<file path="config.mk">
export PLATFORM = sky130hd
export DESIGN_NAME = rgrc_top
export DESIGN_NICKNAME = d
export VERILOG_FILES = /design/src/hw/rgrc_pkg.sv /design/src/hw/rgrc_top.sv /design/src/hw/rgrc_fir16.sv
export SDC_FILE = /design/constraint.sdc
export NUM_CORES = 1
export LEC_CHECK = 0
export BUFFER_PORTS_ARGS = -buffer_cell sky130_fd_sc_hd__buf_2
export CAP_MARGIN = 20
export CORE_UTILIZATION = 45
export CTS_BUF_LIST = sky130_fd_sc_hd__clkbuf_8
export CTS_CLUSTER_SIZE = 30
export DETAILED_ROUTE_END_ITERATION = 16
export PLACE_DENSITY_LB_ADDON = 0.12
export REMOVE_ABC_BUFFERS = 1
export SKIP_LAST_GASP = 1
export SLEW_MARGIN = 5
export SYNTH_ARGS = -nofsm -noshare
export SYNTH_HDL_FRONTEND = slang
export SYNTH_SLANG_ARGS = --single-unit
</file>
<file path="constraint.sdc">
create_clock -name clk -period 14.3 [get_ports clk]
set_input_delay 4.29 -clock clk [delete_from_list [all_inputs] [get_ports clk]]
set_output_delay 4.29 -clock clk [all_outputs]
set_load 0.01 [all_outputs]
</file>
<file path="src/hw/rgrc_pkg.sv">
// Purpose: shared constants and carriers for the receive control and readout block
// Assumes: 50 MHz core clock
// Notes: all fields are plain ports, no register bus
package rgrc_pkg;
  // operating modes of the surrounding sequencer
  typedef enum logic [2:0] {
    RGRC_MODE_SLEEP = 3'h0,
    RGRC_MODE_STANDBY = 3'h1,
    RGRC_MODE_FSTX = 3'h2,
    RGRC_MODE_TX = 3'h3,
    RGRC_MODE_RECEIVE_SYNTH_MODE = 3'h4,
    RGRC_MODE_RX = 3'h5
  } rgrc_mode_e;
  // current limit table
  localparam logic [7:0] RGRC_OCP_BASE_LO = 8'h2d;
  localparam logic [7:0] RGRC_OCP_STEP_LO = 8'h05;
  localparam logic [8:0] RGRC_OCP_BASE_HI = 9'h01e;
  localparam logic [7:0] RGRC_OCP_STEP_HI = 8'h0a;
  localparam logic [4:0] RGRC_OCP_SPLIT = 5'h10;
  localparam logic [4:0] RGRC_OCP_LAST = 5'h1b;
  localparam logic [7:0] RGRC_OCP_CEIL = 8'hf0;
  // gain step codes
  localparam logic [2:0] RGRC_G1 = 3'h1;
  localparam logic [2:0] RGRC_G2 = 3'h2;
  localparam logic [2:0] RGRC_G3 = 3'h3;
  localparam logic [2:0] RGRC_G4 = 3'h4;
  localparam logic [2:0] RGRC_G5 = 3'h6;
  localparam logic [2:0] RGRC_G6 = 3'h7;
  localparam int RGRC_AGC_THRESH = 5;
  // filter bandwidth fields
  localparam logic [1:0] RGRC_MANT_16 = 2'h0;
  localparam logic [1:0] RGRC_MANT_20 = 2'h1;
  localparam logic [1:0] RGRC_MANT_24 = 2'h2;
  localparam logic [2:0] RGRC_EXP_MIN = 3'h1;
  localparam logic [2:0] RGRC_EXP_RST = 3'h5;
  localparam logic [1:0] RGRC_MANT_RST = 2'h1;
  localparam int RGRC_FIR_TAPS = 16;
  // strength reading
  localparam logic [7:0] RGRC_RSSI_RST = 8'hff;
  localparam int RGRC_SS_OFFSET = -137;
  // timing
  localparam int RGRC_CLK_MHZ = 50;
  localparam int RGRC_TEMP_US = 140;
  localparam int RGRC_TEMP_CYC = RGRC_TEMP_US * RGRC_CLK_MHZ;
  localparam logic [7:0] RGRC_TEMP_RST = 8'h00;
  // bandwidth setting carrier
  typedef struct packed {
    logic [1:0] mant;
    logic [2:0] expo;
  } rgrc_bw_s;
  // strength configuration carrier
  typedef struct packed {
    logic signed [4:0] correction;
    logic [2:0] avg_count;
  } rgrc_ss_cfg_s;
endpackage

</file>
<file path="src/hw/rgrc_top.sv">
// Purpose: receive state, gain step, strength readout, filter setting, current limit, thermometer
// Assumes: 50 MHz clk; level and strength inputs come from the analog front end, async to clk
// Notes: strength and level are in half-dB magnitude units of input power below 0 dBm
// Functional notes
// - trim code maps to PA current ceiling
// - receive enabled until preamble or strength
// - gain step from five ascending thresholds
// - strength reported in half-dB absolute units
// - signed correction -16..+15 dB applied
// - averaging 2 to 256 samples, 3 bits
// - recalibrate strength on calibration launch
// - channel filter is 16-tap FIR
// - bandwidth from mantissa and exponent plus two
// - thermometer runs except sleep, standby; disable bit
// - measurement stored in thermometer result
`timescale 1ns/1ps
`default_nettype none
module rgrc_top #(
  parameter int TEMP_CYCLES = rgrc_pkg::RGRC_TEMP_CYC,
  parameter int LW = 8
) (
  input wire logic clk,
  input wire logic nrst,
  input wire rgrc_pkg::rgrc_mode_e op_mode,
  input wire logic [4:0] pa_current_limit_trim,
  output logic [7:0] pa_current_ceiling_ma,
  input wire logic [LW-1:0] rx_input_level,
  input wire logic [rgrc_pkg::RGRC_AGC_THRESH*LW-1:0] agc_level_threshold,
  output logic [2:0] lna_gain_step_code,
  input wire logic preamble_valid,
  input wire logic strength_detect,
  output logic rx_active,
  input wire logic strength_sample_valid,
  input wire logic [7:0] strength_sample,
  input wire rgrc_pkg::rgrc_ss_cfg_s strength_cfg,
  input wire logic calibration_start,
  output logic [7:0] signal_strength_reading,
  output logic strength_calibrated,
  input wire rgrc_pkg::rgrc_bw_s channel_filter_bandwidth,
  output rgrc_pkg::rgrc_bw_s filter_bw_active,
  output logic [5:0] filter_bw_divider_log2,
  output logic [4:0] filter_bw_mantissa_value,
  input wire logic fir_in_valid,
  input wire logic signed [11:0] fir_in_data,
  output logic fir_out_valid,
  output logic signed [23:0] fir_out_data,
  input wire logic thermometer_disable,
  input wire logic [7:0] temp_sensor_raw,
  output logic thermometer_running,
  output logic [7:0] thermometer_result
);
  import rgrc_pkg::*;
  initial begin
    if (TEMP_CYCLES < 1 || LW < 2 || LW > 16) $error("bad rgrc_top parameters");
  end
  ////////////////////////////////////////////////////////////
  // reset release and input synchronisers
  logic rst_s1_reg, rst_n;
  always_ff @(posedge clk or negedge nrst) begin
    if (!nrst) begin
      rst_s1_reg <= 1'b0;
      rst_n <= 1'b0;
    end else begin
      rst_s1_reg <= 1'b1;
      rst_n <= rst_s1_reg;
    end
  end
  logic [1:0] pre_s_reg, det_s_reg, sv_s_reg;
  logic [LW-1:0] lvl_s1_reg, lvl_reg;
  logic [7:0] smp_s1_reg, smp_reg, tmp_s1_reg, tmp_reg;
  // pins from the analog side pass two flops before use
  always_ff @(posedge clk or negedge rst_n) begin
    if (!rst_n) begin
      pre_s_reg <= '0;
      det_s_reg <= '0;
      sv_s_reg <= '0;
      lvl_s1_reg <= '0;
      lvl_reg <= '0;
      smp_s1_reg <= '0;
      smp_reg <= '0;
      tmp_s1_reg <= '0;
      tmp_reg <= '0;
    end else begin
      pre_s_reg <= {pre_s_reg[0], preamble_valid};
      det_s_reg <= {det_s_reg[0], strength_detect};
      sv_s_reg <= {sv_s_reg[0], strength_sample_valid};
      lvl_s1_reg <= rx_input_level;
      lvl_reg <= lvl_s1_reg;
      smp_s1_reg <= strength_sample;
      smp_reg <= smp_s1_reg;
      tmp_s1_reg <= temp_sensor_raw;
      tmp_reg <= tmp_s1_reg;
    end
  end
  // sample strobe edge, read from the second stage only
  logic sv_d_reg;
  always_ff @(posedge clk or negedge rst_n) begin
    if (!rst_n) sv_d_reg <= 1'b0;
    else sv_d_reg <= sv_s_reg[1];
  end
  wire sv_pulse = sv_s_reg[1] & ~sv_d_reg;
  ////////////////////////////////////////////////////////////
  // current ceiling lookup
  always_ff @(posedge clk or negedge rst_n) begin
    if (!rst_n) begin
      pa_current_ceiling_ma <= RGRC_OCP_BASE_LO;
    end else if (pa_current_limit_trim < RGRC_OCP_SPLIT) begin
      pa_current_ceiling_ma <= 8'(RGRC_OCP_BASE_LO + RGRC_OCP_STEP_LO * {3'h0, pa_current_limit_trim});
    end else if (pa_current_limit_trim <= RGRC_OCP_LAST) begin
      pa_current_ceiling_ma <= 8'(9'(RGRC_OCP_STEP_HI * {3'h0, pa_current_limit_trim}) - RGRC_OCP_BASE_HI);
    end else begin
      pa_current_ceiling_ma <= RGRC_OCP_CEIL;
    end
  end
  ////////////////////////////////////////////////////////////
  // receive state: enabled until a start condition, then active
  typedef enum logic [1:0] {RGRC_RX_OFF, RGRC_RX_ENABLED, RGRC_RX_ACTIVE} rgrc_rx_e;
  rgrc_rx_e rx_reg;
  always_ff @(posedge clk or negedge rst_n) begin
    if (!rst_n) begin
      rx_reg <= RGRC_RX_OFF;
    end else if (op_mode != RGRC_MODE_RX) begin
      rx_reg <= RGRC_RX_OFF;
    end else begin
      unique case (rx_reg)
        RGRC_RX_OFF: rx_reg <= RGRC_RX_ENABLED;
        RGRC_RX_ENABLED: if (pre_s_reg[1] || det_s_reg[1]) rx_reg <= RGRC_RX_ACTIVE;
        RGRC_RX_ACTIVE: rx_reg <= RGRC_RX_ACTIVE;
      endcase
    end
  end
  always_ff @(posedge clk or negedge rst_n) begin
    if (!rst_n) rx_active <= 1'b0;
    else rx_active <= (rx_reg == RGRC_RX_ACTIVE) && (op_mode == RGRC_MODE_RX);
  end
  ////////////////////////////////////////////////////////////
  // gain step: count thresholds the level exceeds
  logic [2:0] above;
  always_comb begin
    above = 3'h0;
    for (int t = 0; t < RGRC_AGC_THRESH; t++) begin
      if (lvl_reg > agc_level_threshold[t*LW +: LW]) above = above + 3'h1;
    end
  end
  always_ff @(posedge clk or negedge rst_n) begin
    if (!rst_n) begin
      lna_gain_step_code <= RGRC_G1;
    end else begin
      unique case (above)
        3'h0: lna_gain_step_code <= RGRC_G1;
        3'h1: lna_gain_step_code <= RGRC_G2;
        3'h2: lna_gain_step_code <= RGRC_G3;
        3'h3: lna_gain_step_code <= RGRC_G4;
        3'h4: lna_gain_step_code <= RGRC_G5;
        default: lna_gain_step_code <= RGRC_G6;
      endcase
    end
  end
  ////////////////////////////////////////////////////////////
  // strength averaging: block average over 2^(n+1) samples
  logic [15:0] acc_reg;
  logic [8:0] cnt_reg;
  logic cal_reg;
  wire [8:0] n_target = 9'h002 << strength_cfg.avg_count;
  wire [15:0] acc_sum = acc_reg + {8'h00, smp_reg};
  // shift sum kept 4 bits wide, code 7 must shift by 8, not wrap to 0
  wire [15:0] avg = acc_sum >> (4'(strength_cfg.avg_count) + 4'h1);
  // correction is in dB, the reading in half dB, so doubled
  wire signed [10:0] corr_half = 11'(signed'(strength_cfg.correction)) <<< 1;
  wire signed [10:0] adj = signed'({3'h0, avg[7:0]}) + corr_half;
  always_ff @(posedge clk or negedge rst_n) begin
    if (!rst_n) begin
      acc_reg <= '0;
      cnt_reg <= '0;
      signal_strength_reading <= RGRC_RSSI_RST;
    end else if (calibration_start) begin
      acc_reg <= '0;
      cnt_reg <= '0;
    end else if (sv_pulse && cal_reg) begin
      if (9'(cnt_reg + 9'h001) >= n_target) begin
        acc_reg <= '0;
        cnt_reg <= '0;
        if (adj < 0) signal_strength_reading <= 8'h00;
        else if (adj > 11'sd255) signal_strength_reading <= 8'hff;
        else signal_strength_reading <= adj[7:0];
      end else begin
        acc_reg <= acc_sum;
        cnt_reg <= 9'(cnt_reg + 9'h001);
      end
    end
  end
  // calibration flag: readings are held until a calibration has run
  always_ff @(posedge clk or negedge rst_n) begin
    if (!rst_n) cal_reg <= 1'b0;
    else if (calibration_start) cal_reg <= 1'b1;
  end
  always_ff @(posedge clk or negedge rst_n) begin
    if (!rst_n) strength_calibrated <= 1'b0;
    else strength_calibrated <= cal_reg;
  end
  ////////////////////////////////////////////////////////////
  // filter bandwidth setting, reserved codes ignored
  always_ff @(posedge clk or negedge rst_n) begin
    if (!rst_n) begin
      filter_bw_active <= '{mant: RGRC_MANT_RST, expo: RGRC_EXP_RST};
    end else if (channel_filter_bandwidth.mant != 2'h3 && channel_filter_bandwidth.expo >= RGRC_EXP_MIN) begin
      filter_bw_active <= channel_filter_bandwidth;
    end
  end
  // divisor = mantissa * 2^(exp+2): mantissa value and power of two
  always_ff @(posedge clk or negedge rst_n) begin
    if (!rst_n) begin
      filter_bw_divider_log2 <= 6'h00;
      filter_bw_mantissa_value <= 5'h00;
    end else begin
      filter_bw_divider_log2 <= {3'h0, filter_bw_active.expo} + 6'h02;
      unique case (filter_bw_active.mant)
        RGRC_MANT_16: filter_bw_mantissa_value <= 5'h10;
        RGRC_MANT_20: filter_bw_mantissa_value <= 5'h14;
        RGRC_MANT_24: filter_bw_mantissa_value <= 5'h18;
        default: filter_bw_mantissa_value <= filter_bw_mantissa_value;
      endcase
    end
  end
  // channel filter
  rgrc_fir16 #(.TAPS(RGRC_FIR_TAPS), .DW(12)) u_fir (
    .clk(clk),
    .rst_n(rst_n),
    .in_valid(fir_in_valid),
    .in_data(fir_in_data),
    .out_valid(fir_out_valid),
    .out_data(fir_out_data)
  );
  ////////////////////////////////////////////////////////////
  // thermometer: runs outside sleep and standby unless disabled
  wire temp_on = !thermometer_disable && op_mode != RGRC_MODE_SLEEP && op_mode != RGRC_MODE_STANDBY;
  logic [31:0] tcnt_reg;
  always_ff @(posedge clk or negedge rst_n) begin
    if (!rst_n) begin
      thermometer_running <= 1'b0;
      tcnt_reg <= '0;
      thermometer_result <= RGRC_TEMP_RST;
    end else begin
      thermometer_running <= temp_on;
      if (!temp_on) begin
        tcnt_reg <= '0;
      end else if (tcnt_reg >= 32'(TEMP_CYCLES - 1)) begin
        tcnt_reg <= '0;
        thermometer_result <= tmp_reg;
      end else begin
        tcnt_reg <= tcnt_reg + 32'h1;
      end
    end
  end
endmodule
`default_nettype wire

</file>
<file path="src/hw/rgrc_fir16.sv">
// Purpose: 16-tap channel filter on a sample stream
// Assumes: samples arrive with a one-cycle valid strobe
// Notes: coefficients are a fixed parameter, full-precision accumulation
`timescale 1ns/1ps
`default_nettype none
module rgrc_fir16 #(
  parameter int TAPS = rgrc_pkg::RGRC_FIR_TAPS,
  parameter int DW = 12,
  parameter logic [TAPS*8-1:0] COEF = {16{8'h08}}
) (
  input wire logic clk,
  input wire logic rst_n,
  input wire logic in_valid,
  input wire logic signed [DW-1:0] in_data,
  output logic out_valid,
  output logic signed [DW+11:0] out_data
);
  import rgrc_pkg::*;
  initial begin
    if (TAPS != 16) $error("filter must have 16 taps");
  end
  logic signed [DW-1:0] dly_reg [TAPS];
  logic signed [DW+11:0] prod [TAPS];
  logic signed [DW+11:0] sum_next;
  ////////////////////////////////////////////////////////////
  // delay line, one entry per tap
  genvar i;
  generate
    for (i = 0; i < TAPS; i++) begin : g_tap
      always_ff @(posedge clk or negedge rst_n) begin
        if (!rst_n) begin
          dly_reg[i] <= '0;
        end else if (in_valid) begin
          dly_reg[i] <= (i == 0) ? in_data : dly_reg[(i == 0) ? 0 : i-1];
        end
      end
      assign prod[i] = (DW+12)'(dly_reg[i] * $signed({1'b0, COEF[i*8 +: 8]}));
    end
  endgenerate
  // adder tree as a loop, combinational
  always_comb begin
    sum_next = '0;
    for (int k = 0; k < TAPS; k++) begin
      sum_next = sum_next + prod[k];
    end
  end
  // output register one cycle after each sample
  always_ff @(posedge clk or negedge rst_n) begin
    if (!rst_n) begin
      out_valid <= 1'b0;
      out_data <= '0;
    end else begin
      out_valid <= in_valid;
      if (in_valid) out_data <= sum_next;
    end
  end
endmodule
`default_nettype wire

</file>
==> qor.yml <==
flow_run:
  drv_cap: 0
floorplanning:
  dieArea_um2: 51500
  io_pins: 176
  start_util_pct: 45.5
  coreArea_um2: 50100
  num_rows: 82
  die_w_um: 227
  fp.dieH_um: 227
layout:
  nNetsFinal: 2681
  area_delta_synth_final_pct: 12.4
  largest_reg_flops: 192
  regArea_um2: 9360
  final_common_cell: "inv_1"
  layout-drive-gt1-share_pct: 19.8
  fill_cells: 4636
  final_cell_mix: "inv_1 (364), dfrtp_1 (356), fa_1 (195)"
  antenna_cells: 0
  multi_input_area_um2: 11900
setup_path:
  crit_path_frequent_cell: "fa_1"
  r2r-end: "u_fir.out_data[23]"
  cpPeakStageDelay_ns: 0.55
  crit_start: "u_fir.dly_reg[111]"
  rrSetupSlack_ns: 4.92
  path_class: "flip-flop to flip-flop"
  rr_worst_depth: 35
  reg2reg_from: "u_fir.dly_reg[111]"
  required_ns: 14.78
  end_kind: "flip-flop"
  cp_data_arrival_time_ns: 9.86
  path_max_fanout: 5
  cpMaxStageDelayCell: "fa_1"
  path_delay_family: "adder cells"
  crit_buf_inv: 8
  cp-start-kind: "flip-flop"
detailed_routing:
  route.detailed.drc: 0
  vias: 14609
  vias_per_cell: 4.92
  wirelength_um: 43500
  dr_wl_met3_um: 1380
  wl_per_cell_um: 14.6
  ant_nets: 0
  drtIter0Drc: 594
  drt-met1-wl_um: 19600
  dr.max_layer_used: "met4"
  first_pass_iters: 5
  wl_met2_um: 21500
run_status:
  status: "finished clean"
timing:
  fin_crit_sh_pct: 65.6
  fin_crit_ns: 9.38
  setup_viol: 0
  setup_tns_ns: 0
  clock_skew_ns: 0.0463
  finalMaxSlewViolations: 0
  rsz0062_at_grt: "no"
  worst_slew_pin_slew_ns: 1.03
  hold_viol: 0
  fmax_mhz: 107
  relSlewSlack_pct: 31.4
worst_hold_path:
  min_to: "smp_reg[6]"
  hold_depth: 0
  hp-class: "flip-flop to flip-flop"
  worstHoldStart: "smp_s1_reg[6]"
synthesis:
  yosys_warnings: 0
  synth_top_flop_cell: "dfrtp_1"
  synth.distinct_cells: 79
  synth-edff-count: 0
  post-synth-top-area-cell: "dfrtp_1"
  synthArstFlopShare_pct: 100
  ys_ff_latch: 373
  synthTopCellsByArea: "dfrtp_1 (39%), fa_1 (17%), mux2_2 (7.3%), ha_1 (7.3%), inv_1 (5.6%)"
  synth_area_per_cell_um2: 11.2
  syn-cell-area_um2: 22800
  yosys.area.top_type_share_pct: 39.2
  ys_seq_area_share_pct: 41.1
  synth_cells: 2039
placement:
  place_hpwl_um: 31800
  io_buffer_count: 168
  gp_congestion: 0.819
global_routing:
  grt_antenna_before_repair: 0
  grt_max_degree: 172
  grt.total_usage_pct: 18.0
  grt_pass1_wl_um: 74500
  grt_pass1_vias: 15453
  overflow: 0
clocking:
  cts_root_buf: "clkbuf_8"
  cts_buffers: 70
  post_cts_buffers: 0
  cts-hold-fix-buffers: 0
  htree_levels: 3
  clk_pin_slew_worst_paths_ns: 0.06
  clk_latency_ns: 0.63
  cts_tree: "built"
  clkSinkCount: 373
  cts.path.max_buffers: 3
  cts_resized: 0
-- per-layer routing --
layer,vias up,global-route usage [%]
met4,0,5.69
met3,74,3.48
li1,7073,-
met2,179,30.8
met5,-,0
met1,7283,23.1
-- cell usage after synthesis, types with 5 or more instances --
cell type	number
dfrtp_1	357
inv_1	338
fa_1	195
nand2_1	149
mux2_2	148
o21ai_0	142
ha_1	132
nor2_1	81
a21oi_1	63
clkbuf_1	40
xnor2_1	39
nand3_1	35
xor2_1	27
a22o_1	18
a21o_1	17
dfstp_2	16
nand4_1	16
a211oi_1	15
nor2b_1	15
nor3_1	14
and3_1	12
mux2i_1	10
nand2b_1	9
o21a_1	9
a21boi_0	8
a31oi_1	8
buf_4	8
o21bai_1	7
o22ai_1	6
or3_1	6
and2_1	5
clkbuf_8	5
nor4_1	5
o211ai_1	5
o21ai_1	5
o31ai_1	5
or2_2	5
-- area by class of cell --
class	count	area share, %
clock inverter	40	0.713
tap	672	3.28
timing repair buffer	173	3.57
sequential	373	36.5
multi-input combinational	1292	46.5
inverter	339	4.97
clock buffer	82	4.41
-- logic make-up (layout without fill, tap and decap cells) --
group	count (synthesis)	after routing	synth area share (%)
fa+ha+maj	327	327	24.4
compound gates	348	348	9.59
mux	161	161	8.00
flops	373	373	41.1
buf+inv	399	634	7.03
other cells	2	27	0.0330
xor+xnor	67	67	2.64
simple gates	362	362	7.25
-- worst max-delay path by stage --
stage | slack [ns] | cells after the start | endpoint
floorplan | 3.16 | 0 | acc_reg[0]
global placement | 5.05 | 32 | u_fir.out_data[23]
detailed placement | 4.94 | 35 | u_fir.out_data[23]
CTS | 4.85 | 35 | u_fir.out_data[23]
global route | 4.32 | 32 | u_fir.out_data[23]
finish | 4.92 | 35 | u_fir.out_data[23]
-- metrics by stage --
step | instance area, um2 | utilization, % | worst slack, ns | hold WS, ns | cells
floorplan | 22500 | - | 3.16 | 0.331 | 2004
global placement | 24300 | 48.5 | 5.05 | 0.332 | 2849
detailed placement | 24300 | 48.5 | 4.94 | 0.335 | 2849
CTS | 25600 | 51.2 | 4.85 | 0.315 | 2971
global route | 25600 | 51.2 | 4.32 | 0.323 | 2971
finish | 25600 | 51.2 | 4.92 | 0.319 | 2971
Power is not shown: default switching activity piles up to over one toggle a cycle in this logic, so the estimate is an artifact.
